**src/logic/lec_pkg.sv**
```systemverilog
// Shared constants and carrier types for the lane error count hold block.
// Assumes a single register clock domain and an APB master with 32-bit data.
`default_nettype none
package lec_pkg;
    // Geometry
    localparam int ADDR_W    = 14;
    localparam int DATA_W    = 32;
    localparam int NUM_LINKS = 2;
    localparam int NUM_LANES = 3;
    localparam int CNT_W     = 8;
    localparam int SAT_W     = 3;
    localparam int IDX_W     = 12;
    localparam int IRQ_W     = NUM_LINKS * NUM_LANES;
    localparam int PAGE_CNT  = NUM_LANES * SAT_W;
    // Register indices; the byte address is four times the index
    localparam logic [IDX_W-1:0] IDX_PAGE     = 12'h300;
    localparam logic [IDX_W-1:0] IDX_SOFT_RST = 12'h475;
    localparam logic [IDX_W-1:0] IDX_SAT5     = 12'h48D;
    localparam logic [IDX_W-1:0] IDX_SAT6     = 12'h48E;
    localparam logic [IDX_W-1:0] IDX_SAT7     = 12'h48F;
    localparam logic [IDX_W-1:0] IDX_TERM     = 12'h4A0;
    localparam logic [IDX_W-1:0] IDX_CLR      = 12'h4A1;
    localparam logic [IDX_W-1:0] IDX_CNT5     = 12'h4A2;
    localparam logic [IDX_W-1:0] IDX_IRQ_STAT = 12'h4A8;
    localparam logic [IDX_W-1:0] IDX_IRQ_MASK = 12'h4A9;
    // Field positions
    localparam int PAGE_BIT     = 0;
    localparam int SOFT_RST_BIT = 3;
    localparam int CTRL_BIT     = 2;
    localparam int SYM_BIT      = 1;
    localparam int DISP_BIT     = 0;
    // Reset values and the counter terminal value
    localparam logic [SAT_W-1:0] SAT_RST      = 3'h7;
    localparam logic             SOFT_RST_RST = 1'b0;
    localparam logic             PAGE_RST     = 1'b0;
    localparam logic [CNT_W-1:0] CNT_TERM     = 8'hFF;
    // One lane's error events, top bit first
    typedef struct packed {
        logic ctrl_err;
        logic sym_err;
        logic disp_err;
    } lec_err_s;
    // Counter group of one lane as read back
    typedef struct packed {
        logic [CNT_W-1:0] ctrl_err;
        logic [CNT_W-1:0] sym_err;
        logic [CNT_W-1:0] disp_err;
    } lec_cnt_s;
endpackage
`default_nettype wire

```
**src/logic/lec_regs.sv**
```systemverilog
// Lane error count hold configuration for lanes 5 to 7, paged by link,
// with the error counters they steer, terminal status and an interrupt.
// Assumes an APB master on pclk and error events from the lane decoder on pclk.
`default_nettype none
module lec_regs
    import lec_pkg::*;
(
    input  wire logic                                      pclk,
    input  wire logic                                      presetn,
    input  wire logic                                      ce,
    input  wire logic [lec_pkg::ADDR_W-1:0]                paddr,
    input  wire logic                                      psel,
    input  wire logic                                      penable,
    input  wire logic                                      pwrite,
    input  wire logic [lec_pkg::DATA_W-1:0]                pwdata,
    output logic      [lec_pkg::DATA_W-1:0]                prdata,
    output logic                                           pready,
    output logic                                           pslverr,
    input  wire lec_pkg::lec_err_s [lec_pkg::IRQ_W-1:0]    err_evt,
    output logic                                           decoder_soft_reset,
    output logic                                           irq
);
    import lec_pkg::*;

    // Register state
    logic [NUM_LINKS-1:0][NUM_LANES-1:0][SAT_W-1:0] sat_reg;
    logic                                           page_reg;
    logic                                           soft_rst_reg;
    logic [IRQ_W-1:0]                               irq_stat_reg;
    logic [IRQ_W-1:0]                               irq_mask_reg;
    logic [DATA_W-1:0]                              prdata_reg;
    logic                                           pready_reg;
    logic                                           pslverr_reg;
    logic                                           irq_reg;

    // Counter state
    logic [NUM_LINKS-1:0][NUM_LANES-1:0][SAT_W-1:0] term_vec;
    logic [NUM_LINKS-1:0][NUM_LANES-1:0][SAT_W-1:0] hit_vec;
    logic [NUM_LINKS-1:0][NUM_LANES-1:0][SAT_W-1:0] clr_vec;
    lec_cnt_s [NUM_LINKS-1:0][NUM_LANES-1:0]        cnt_vec;
    logic [IRQ_W-1:0]                               hit_lane;

    // Bus decode
    logic [IDX_W-1:0]  idx;
    logic              aligned;
    logic              setup;
    logic              wr_done;
    logic              is_sat;
    logic              is_cnt;
    logic              mapped;
    logic [1:0]        lane_sel;
    logic [DATA_W-1:0] rd_data;
    logic [IRQ_W-1:0]  irq_stat_next;

    assign idx      = paddr[ADDR_W-1:2];
    assign aligned  = (paddr[1:0] == 2'h0);
    assign setup    = psel & ~penable;
    // A write lands only at the edge where the access phase sees pready
    assign wr_done  = ce & psel & penable & pwrite & pready_reg;
    assign is_sat   = (idx >= IDX_SAT5) && (idx <= IDX_SAT7);
    assign is_cnt   = (idx >= IDX_CNT5) && (idx <= IDX_CNT5 + 12'h002);
    assign lane_sel = is_sat ? idx[1:0] - IDX_SAT5[1:0] : idx[1:0] - IDX_CNT5[1:0];
    assign mapped   = aligned & (is_sat | is_cnt
                                 | (idx == IDX_PAGE) | (idx == IDX_SOFT_RST)
                                 | (idx == IDX_TERM) | (idx == IDX_CLR)
                                 | (idx == IDX_IRQ_STAT) | (idx == IDX_IRQ_MASK));

    // Read selection; saturate, terminal and counter views follow the page field, the interrupt status and mask do not
    assign rd_data =
        !mapped                ? '0 :
        (idx == IDX_PAGE)      ? DATA_W'(page_reg) << PAGE_BIT :
        (idx == IDX_SOFT_RST)  ? DATA_W'(soft_rst_reg) << SOFT_RST_BIT :
        is_sat                 ? DATA_W'(sat_reg[page_reg][lane_sel]) :
        (idx == IDX_TERM)      ? DATA_W'(term_vec[page_reg]) :
        is_cnt                 ? DATA_W'(cnt_vec[page_reg][lane_sel]) :
        (idx == IDX_IRQ_STAT)  ? DATA_W'(irq_stat_reg) :
        (idx == IDX_IRQ_MASK)  ? DATA_W'(irq_mask_reg) :
                                 '0;

    // Sticky lane events: hardware set beats software clear
    assign irq_stat_next = hit_lane
        | (irq_stat_reg & ~(((idx == IDX_IRQ_STAT) && wr_done && aligned)
                            ? pwdata[IRQ_W-1:0] : '0));

    // Answer is prepared in the setup cycle, so the access phase takes one cycle with no wait state
    always_ff @(posedge pclk or negedge presetn) begin
        if (!presetn) begin
            prdata_reg  <= '0;
            pready_reg  <= 1'b0;
            pslverr_reg <= 1'b0;
        end else if (ce) begin
            pready_reg  <= setup;
            pslverr_reg <= setup & ~mapped;
            prdata_reg  <= (setup && !pwrite) ? rd_data : '0;
        end
    end

    // Page, soft reset, mask and interrupt state
    always_ff @(posedge pclk or negedge presetn) begin
        if (!presetn) begin
            page_reg     <= PAGE_RST;
            soft_rst_reg <= SOFT_RST_RST;
            irq_mask_reg <= '0;
            irq_stat_reg <= '0;
            irq_reg      <= 1'b0;
        end else if (ce) begin
            if (wr_done && aligned && idx == IDX_PAGE)
                page_reg <= pwdata[PAGE_BIT];
            if (wr_done && aligned && idx == IDX_SOFT_RST)
                soft_rst_reg <= pwdata[SOFT_RST_BIT];
            if (wr_done && aligned && idx == IDX_IRQ_MASK)
                irq_mask_reg <= pwdata[IRQ_W-1:0];
            irq_stat_reg <= irq_stat_next;
            irq_reg      <= |(irq_stat_next & irq_mask_reg);
        end
    end

    // Saturate-enable fields; writes outside decoder soft reset are dropped,
    // which shields running counters from a mid-stream change of mode
    always_ff @(posedge pclk or negedge presetn) begin
        if (!presetn) begin
            sat_reg <= {(NUM_LINKS * NUM_LANES){SAT_RST}};
        end else if (ce && wr_done && aligned && is_sat && soft_rst_reg) begin
            sat_reg[page_reg][lane_sel] <= pwdata[SAT_W-1:0];
        end
    end

    // One counter per link, lane and error kind
    genvar k, l, t;
    generate
        for (k = 0; k < NUM_LINKS; k++) begin : g_link
            for (l = 0; l < NUM_LANES; l++) begin : g_lane
                logic [SAT_W-1:0][CNT_W-1:0] cnt_w;
                for (t = 0; t < SAT_W; t++) begin : g_kind
                    // Clear hits only the paged link, one bit per counter
                    assign clr_vec[k][l][t] = wr_done && aligned && (idx == IDX_CLR)
                        && (page_reg == 1'(k)) && pwdata[l * SAT_W + t];
                    lec_err_counter #(.CNT_W(CNT_W)) u_cnt (
                        .pclk         (pclk),
                        .presetn      (presetn),
                        .ce           (ce),
                        .evt          (err_evt[k * NUM_LANES + l][t]),
                        .hold         (sat_reg[k][l][t]),
                        .clr          (clr_vec[k][l][t]),
                        .count        (cnt_w[t]),
                        .term_reached (term_vec[k][l][t]),
                        .term_hit     (hit_vec[k][l][t])
                    );
                end
                assign cnt_vec[k][l] = {cnt_w[CTRL_BIT], cnt_w[SYM_BIT], cnt_w[DISP_BIT]};
                assign hit_lane[k * NUM_LANES + l] = |hit_vec[k][l];
            end
        end
    endgenerate

    // Outputs straight from flip-flops
    assign prdata             = prdata_reg;
    assign pready             = pready_reg;
    assign pslverr            = pslverr_reg;
    assign decoder_soft_reset = soft_rst_reg;
    assign irq                = irq_reg;
endmodule
`default_nettype wire

```
**src/logic/lec_err_counter.sv**
```systemverilog
// One eight-bit error counter with terminal-count hold or wrap.
// Assumes events come from logic on pclk; clear comes from the register file.
`default_nettype none
module lec_err_counter #(
    parameter int CNT_W = 8
) (
    input  wire logic             pclk,
    input  wire logic             presetn,
    input  wire logic             ce,
    input  wire logic             evt,
    input  wire logic             hold,
    input  wire logic             clr,
    output logic [CNT_W-1:0]      count,
    output logic                  term_reached,
    output logic                  term_hit
);
    localparam logic [CNT_W-1:0] TERM = {CNT_W{1'b1}};

    logic [CNT_W-1:0] count_next;
    logic             at_term;

    // Hold at the top when enabled, else roll over
    assign at_term    = (count == TERM);
    assign term_hit   = evt & (count == TERM - 1'b1);
    assign count_next = clr ? '0 :
                        !evt ? count :
                        at_term ? (hold ? count : '0) :
                        count + 1'b1;

    // Flag set wins over a clear in the same cycle
    always_ff @(posedge pclk or negedge presetn) begin
        if (!presetn) begin
            count        <= '0;
            term_reached <= 1'b0;
        end else if (ce) begin
            count        <= count_next;
            term_reached <= term_hit | (term_reached & ~clr);
        end
    end
endmodule
`default_nettype wire

```
**config.mk**
```make
export PLATFORM = sky130hd
export DESIGN_NAME = lec_regs
export DESIGN_NICKNAME = d
export VERILOG_FILES = /design/src/logic/lec_pkg.sv /design/src/logic/lec_regs.sv /design/src/logic/lec_err_counter.sv
export SDC_FILE = /design/constraint.sdc
export NUM_CORES = 1
export LEC_CHECK = 0
export BUFFER_PORTS_ARGS = -buffer_cell sky130_fd_sc_hd__buf_4
export CORE_MARGIN = 4
export CORE_UTILIZATION = 55
export CTS_CLUSTER_SIZE = 8
export DETAILED_ROUTE_END_ITERATION = 6
export GPL_TIMING_DRIVEN = 1
export PLACE_DENSITY = 0.74
export SLEW_MARGIN = 20
export SYNTH_ARGS = -nofsm -noshare
export SYNTH_HDL_FRONTEND = slang
export SYNTH_SLANG_ARGS = --single-unit
```
**constraint.sdc**
```tcl
create_clock -name pclk -period 4.5 [get_ports pclk]
set_clock_uncertainty 0.05 [all_clocks]
set_input_delay 0.9 -clock pclk [delete_from_list [all_inputs] [get_ports pclk]]
set_output_delay 0.9 -clock pclk [all_outputs]
set_load 0.005 [all_outputs]
```
**Word-level counts from Yosys, hierarchy flattened**

Cells that the tools add are included.

- $add $sub $neg: 20
- Order comparisons: 8
- Equal/unequal tests: 60
- Multiplexer cells: 98
- Bitwise operators: 93
- Reductions and logical operators: 84

Operator list:

| cell | number |
|---|---|
| 8-bit two-way mux | 72 |
| 8-bit == test, second input constant | 36 |
| 24-bit two-way mux | 8 |
| 8-bit by 1-bit adder with 8-bit output, second input constant | 18 |
| 72-bit two-way mux | 2 |
| 12-bit by 11-bit == test with 1-bit output, second input constant | 5 |
| 3-bit by 2-bit != test with 1-bit output, second input constant | 18 |
| 3-bit AND reduction | 18 |
| 24-bit binary-select mux with 2-bit select | 1 |
| 9-bit two-way mux | 5 |
| 1-bit bitwise AND | 43 |
| 1-bit logical AND | 36 |
| 2-bit nonzero test | 18 |
| 1-bit bitwise OR | 25 |
| 12-bit by 11-bit >= comparator with 1-bit output, second input constant | 2 |
| 12-bit by 11-bit less-or-equal comparator with 1-bit output, second input constant | 2 |
| 1-bit NOT | 21 |
| 18-bit bitwise mux | 1 |
| 6-bit two-way mux | 3 |
| 3-bit OR reduction | 6 |
| 6-bit bitwise AND | 2 |
| 12-bit by 10-bit == test with 1-bit output, second input constant | 1 |
| 9-bit demux with 1-bit select | 1 |
| 3-bit binary-select mux with 2-bit select | 1 |
| other kinds (15) | 18 |

- Register bits after elaboration: 229
- Input bits: 70
- Word-level logic and storage cells: 413

**Logic depth before layout (Yosys ltp)**

- Word-level depth: 12
- Mapped depth: 12
- Mapped depth without buffers: 9

**By module**

From an unflattened synthesis, not the netlist that was laid out.

- Cells, all modules: 1,762
- Area, all modules: 16,343.2 sq um

Modules (own cells, without submodules):

| module | times used | cells each | area an instance (sq um) | sequential area each (sq um) |
|---|---|---|---|---|
| lec_err_counter | 18 | 69 | 626.9 | 225.2 |
| lec_regs | 1 | 520 | 5,059.9 | 1,498.9 |

**Least setup slack after synthesis**

No wires, ideal clock.

- Path type: input-to-reg
- Start point: input paddr[3] (netlist bit)
- End point: register prdata_reg[10], in the netlist prdata[10]
- Data arrival time: 3,301 ps
- Data required time: 4,358 ps
- Slack: 1,057 ps
- Stages: 10
- Cell sequence: clkbuf_1 > inv_1 > ha_1 > nor2b_1 > nor4b_4 > buf_4 > mux2i_2 > buf_2 > nand3_1 > o221ai_1

- Longest elaborated chain between the ends: 12
- Elaborated cells between the ends (all ways): 32
- Those cells by class: add/sub (2); order compare (4); eq/ne (6); mux (10); bitwise (8); reduce/logical (2)

RTL lines:

| item | RTL line | RTL |
|---|---|---|
| start, declared | lec_regs.sv:11 | `input wire logic [lec_pkg::ADDR_W-1:0] paddr,` |
| 12-bit by 11-bit >= comparator with 1-bit output (tied with other cells) | lec_regs.sv:60 | `assign is_sat = (idx >= IDX_SAT5) && (idx <= IDX_SAT7);` |
| 1-bit logical AND (on tied branches) | lec_regs.sv:60, lec_regs.sv:61 |  |
| 2-bit two-way mux or 1-bit bitwise OR (tied branches) | lec_regs.sv:62, lec_regs.sv:63 |  |
| 24-bit binary-select mux with 2-bit select or 1-bit bitwise OR (tied branches) | lec_regs.sv:75, lec_regs.sv:64 |  |
| 24-bit two-way mux (not written as such) or 1-bit bitwise OR (tied branches) | lec_regs.sv:75, lec_regs.sv:64 |  |
| 24-bit two-way mux or 1-bit bitwise OR (tied branches) | lec_regs.sv:75, lec_regs.sv:65 |  |
| 24-bit two-way mux or 1-bit bitwise OR (tied branches) | lec_regs.sv:74, lec_regs.sv:65 |  |
| 24-bit two-way mux or 1-bit bitwise OR (tied branches) | lec_regs.sv:73, lec_regs.sv:66 |  |
| 24-bit two-way mux or 1-bit bitwise OR (tied branches) | lec_regs.sv:72, lec_regs.sv:66 |  |
| 24-bit two-way mux or 1-bit bitwise AND (tied branches) | lec_regs.sv:71, lec_regs.sv:63 |  |
| 24-bit two-way mux * | lec_regs.sv:70 | `!mapped ? '0 :` |
| 24-bit two-way mux * | lec_regs.sv:94 | `prdata_reg <= (setup && !pwrite) ? rd_data : '0;` |
| end signal, assigned | lec_regs.sv:94 |  |
| end, declared | lec_regs.sv:31 | `logic [DATA_W-1:0] prdata_reg;` |

Every way passes the cells marked *; elsewhere a longest branch is shown, timed or not. The select of a mux whose other input is x is not followed.
A chain may end at the register's enable or synchronous reset.

**Worst setup path after layout**

- Start point: input paddr[2] (netlist bit)
- End point: register prdata_reg[17], in the netlist prdata[17]

Same word-level chain as after synthesis.

==> metrics <==
run status finished clean; share of total power in combinational logic 0.188; startpoint-to-endpoint class of the critical path primary input to flip-flop; die area 27000 µm²; via count of the first global-routing pass 11241; startpoint of the worst register-to-register path page_reg; Net Sw Frac 0.339; die boundary height 164 µm; leakage dissipation 6.36 nW; drt pass-1 iters 5; area of all placed cells without fillers 15200 µm²; share of the clock period used by the worst path 0.759; global-route usage over all layers 0.282; synthesized instance count 1480; end of the worst register-to-register path prdata[2]; initial cell density of the core 0.566; Sink Count 221; RSZ-0062 raised after global routing false; final weighted congestion of routability-driven global placement 0.960; number of DRC markers after the initial detailed-route iteration 1306; maximum number of pins on one net before global-route repair 125; root cell of the clock tree sky130_fd_sc_hd__clkbuf_16; type of element capturing the critical path flip-flop; post-route ant nets 0; instance area after placement 14300 µm²; number of flip-flops under the largest register name 144; number of distinct library cells after synthesis 82; count of vias placed by the detailed router 11992; number of post-CTS setup repair buffers 0; FF-to-FF setup slack 1.70 ns; slew at the pin closest to its max-slew limit 1.02 ns; global-route wire length before repair 60.7 mm; number of enable flip-flop cells after synthesis 0; post-CTS sizing 0; Total Routed Length 38.3 mm; number of endpoints failing setup at the final stage 0; clock latency on the worst-skew pair 0.56 ns; hold crit path type primary input to async pin; share of final-layout standard cells stronger than drive strength 1 0.134; number of buffer cells added on primary ports 74; CTS H-tree depth 1; sequential share of the synthesized area 0.413; Main synth FF type sky130_fd_sc_hd__dfrtp_1; remaining max-slew budget at the tightest pin 0.320; Critical Path Source Type primary input; switching component of the power 2.16 mW; final critical delay including setup and external delays 3.42 ns; design internal power 4.21 mW; Fmax achieved 0.293 GHz; cell count of the worst reg-to-reg path 5; fraction of post-synthesis cell area in the top cell type by area 0.378; top post-synthesis cells by area sky130_fd_sc_hd__dfrtp_1 (38%), sky130_fd_sc_hd__a21oi_1 (4.2%), sky130_fd_sc_hd__nor2_1 (4.2%); cell type with the largest total area after synthesis sky130_fd_sc_hd__dfrtp_1; net count reported at finish 1647; number of warnings printed during yosys synthesis 0; number of buffers inserted during clock tree synthesis 31; initial antenna violation count 1; number of diodes 0; async set-or-reset flop fraction in the synthesized netlist 1.00; number of ports placed on the die boundary 106; maximum VDD drop 0.246 mV; number of max-cap violations 0; Final Hold Vio Count 0; clock tree from TritonCTS done; DRC violations left 0; post-synthesis average cell area 9.08 µm²; clock-pin slew of the registers on the worst-case setup and hold paths 0.05 ns; data required time of the critical path 4.91 ns; Area Overhead vs Synth 12.9%; deepest clock path buffer count 3; core footprint 23800 µm²; power density over the cells 420 nW/µm²; most used cells in the layout excluding fill and tap cells sky130_fd_sc_hd__dfrtp_1 (202), sky130_fd_sc_hd__nor2_1 (149), sky130_fd_sc_hd__nand2_1 (142); Max Fanout on Critical Path 24; row cnt 56; Total Neg Setup Slack 0 ns; netlist area before placement 13400 µm²; number of pins exceeding their max-slew limit in the final report 0; hold-fix buffers at CTS 0; most common cell after layout, fill and taps aside sky130_fd_sc_hd__dfrtp_1; flip-flop and latch count after synthesis 221; Routed WL per cell 20.4 µm; HPWL after DPL 27.4 mm; sequential fraction of design power 0.472; total overflow reported by the global router 0; Clock power frac 0.340; Vias/cell 6.38; Arr. time, crit path 3.83 ns; overall die width 164 µm
-- stage by stage --
stage / setup WS (ns) / instances / hold slack, ns / util / total power, mW
after detailed placement: 0.555 / 1823 / 0.445 / 0.602 / 4.20
after CTS: 1.12 / 1880 / 0.439 / 0.639 / 6.38
after global placement: 0.575 / 1823 / 0.438 / 0.601 / 4.14
final: 1.08 / 1880 / 0.353 / 0.639 / 6.37
after floorplan: 1.06 / 1487 / 0.418 / - / 3.70
after global routing: 0.829 / 1880 / 0.473 / 0.639 / 6.73
-- logic make-up after synthesis --
group | after synthesis | synth area share
DFF | 221 | 0.413
buffers and inverters | 136 | 0.0415
adders and majority gates | 40 | 0.0372
AOI/OAI and AO/OA | 360 | 0.169
other | 1 | 0.000279
xor gates and xnor gates | 50 | 0.0331
and+or+nand+nor | 578 | 0.221
muxes | 94 | 0.0848
-- power groups by stage --
stage          logic [mW]  clock network [mW]  registers, mW
2_1_floorplan       0.937                   0           2.77
3_3_place_gp         1.14                   0           3.00
3_5_place_dp         1.19                   0           3.02
4_1_cts              1.20                2.20           2.99
5_1_grt              1.36                2.29           3.08
6_report             1.20                2.16           3.01
-- synth_stat cells, types with 10 or more instances --
master,instances
sky130_fd_sc_hd__a211oi_1,17
sky130_fd_sc_hd__a21o_1,15
sky130_fd_sc_hd__a21oi_1,112
sky130_fd_sc_hd__a311oi_1,10
sky130_fd_sc_hd__a31oi_1,16
sky130_fd_sc_hd__a32o_1,10
sky130_fd_sc_hd__and2_1,26
sky130_fd_sc_hd__and3_1,34
sky130_fd_sc_hd__and4_1,18
sky130_fd_sc_hd__buf_4,11
sky130_fd_sc_hd__clkbuf_1,57
sky130_fd_sc_hd__dfrtp_1,203
sky130_fd_sc_hd__dfstp_2,18
sky130_fd_sc_hd__ha_1,40
sky130_fd_sc_hd__inv_1,58
sky130_fd_sc_hd__mux2_2,30
sky130_fd_sc_hd__mux2i_1,51
sky130_fd_sc_hd__mux4_2,10
sky130_fd_sc_hd__nand2_1,142
sky130_fd_sc_hd__nand3_1,44
sky130_fd_sc_hd__nand4_1,39
sky130_fd_sc_hd__nor2_1,149
sky130_fd_sc_hd__nor2b_1,15
sky130_fd_sc_hd__nor3_1,34
sky130_fd_sc_hd__o21ai_0,90
sky130_fd_sc_hd__o22ai_1,11
sky130_fd_sc_hd__or3_1,16
sky130_fd_sc_hd__xor2_1,41
-- worst max path at each step --
stage | start | end | slack [ns]
6_report | paddr[2] | prdata[17] | 1.08
4_1_cts | paddr[2] | prdata[17] | 1.12
3_3_place_gp | paddr[2] | prdata[18] | 0.58
5_1_grt | paddr[2] | prdata[19] | 0.83
2_1_floorplan | paddr[3] | prdata[10] | 1.06
3_5_place_dp | paddr[2] | prdata[19] | 0.56
-- layer usage --
layer	global-route usage	vias up	wire length, µm
met2	0.439	503	17400
met5	0	-	17
met4	0.0911	2	1250
met3	0.0532	97	3190
met1	0.400	5879	16400
li1	-	5511	-
-- layout make-up --
cell class	count	area (µm²)
well taps	319	399
repair buffers	94	738
multi-input cells	1130	7370
clock inverters	1	8.76
clock buffers	56	880
fillers	1954	8570
flip-flops and latches	221	5560
inverters	59	221
-- critical path: stages --
cell and delay [ns]:
sky130_fd_sc_hd__buf_4 0.25, sky130_fd_sc_hd__inv_1 0.18, sky130_fd_sc_hd__ha_1 0.27, sky130_fd_sc_hd__or4bb_1 0.19, sky130_fd_sc_hd__nor3_1 0.06, sky130_fd_sc_hd__buf_4 0.15, sky130_fd_sc_hd__nor2_1 0.14, sky130_fd_sc_hd__nand2_1 0.15
sky130_fd_sc_hd__nor3_1 0.80, sky130_fd_sc_hd__nand3_1 0.44, sky130_fd_sc_hd__o221ai_1 0.30
(Power assumes the default switching activity.)
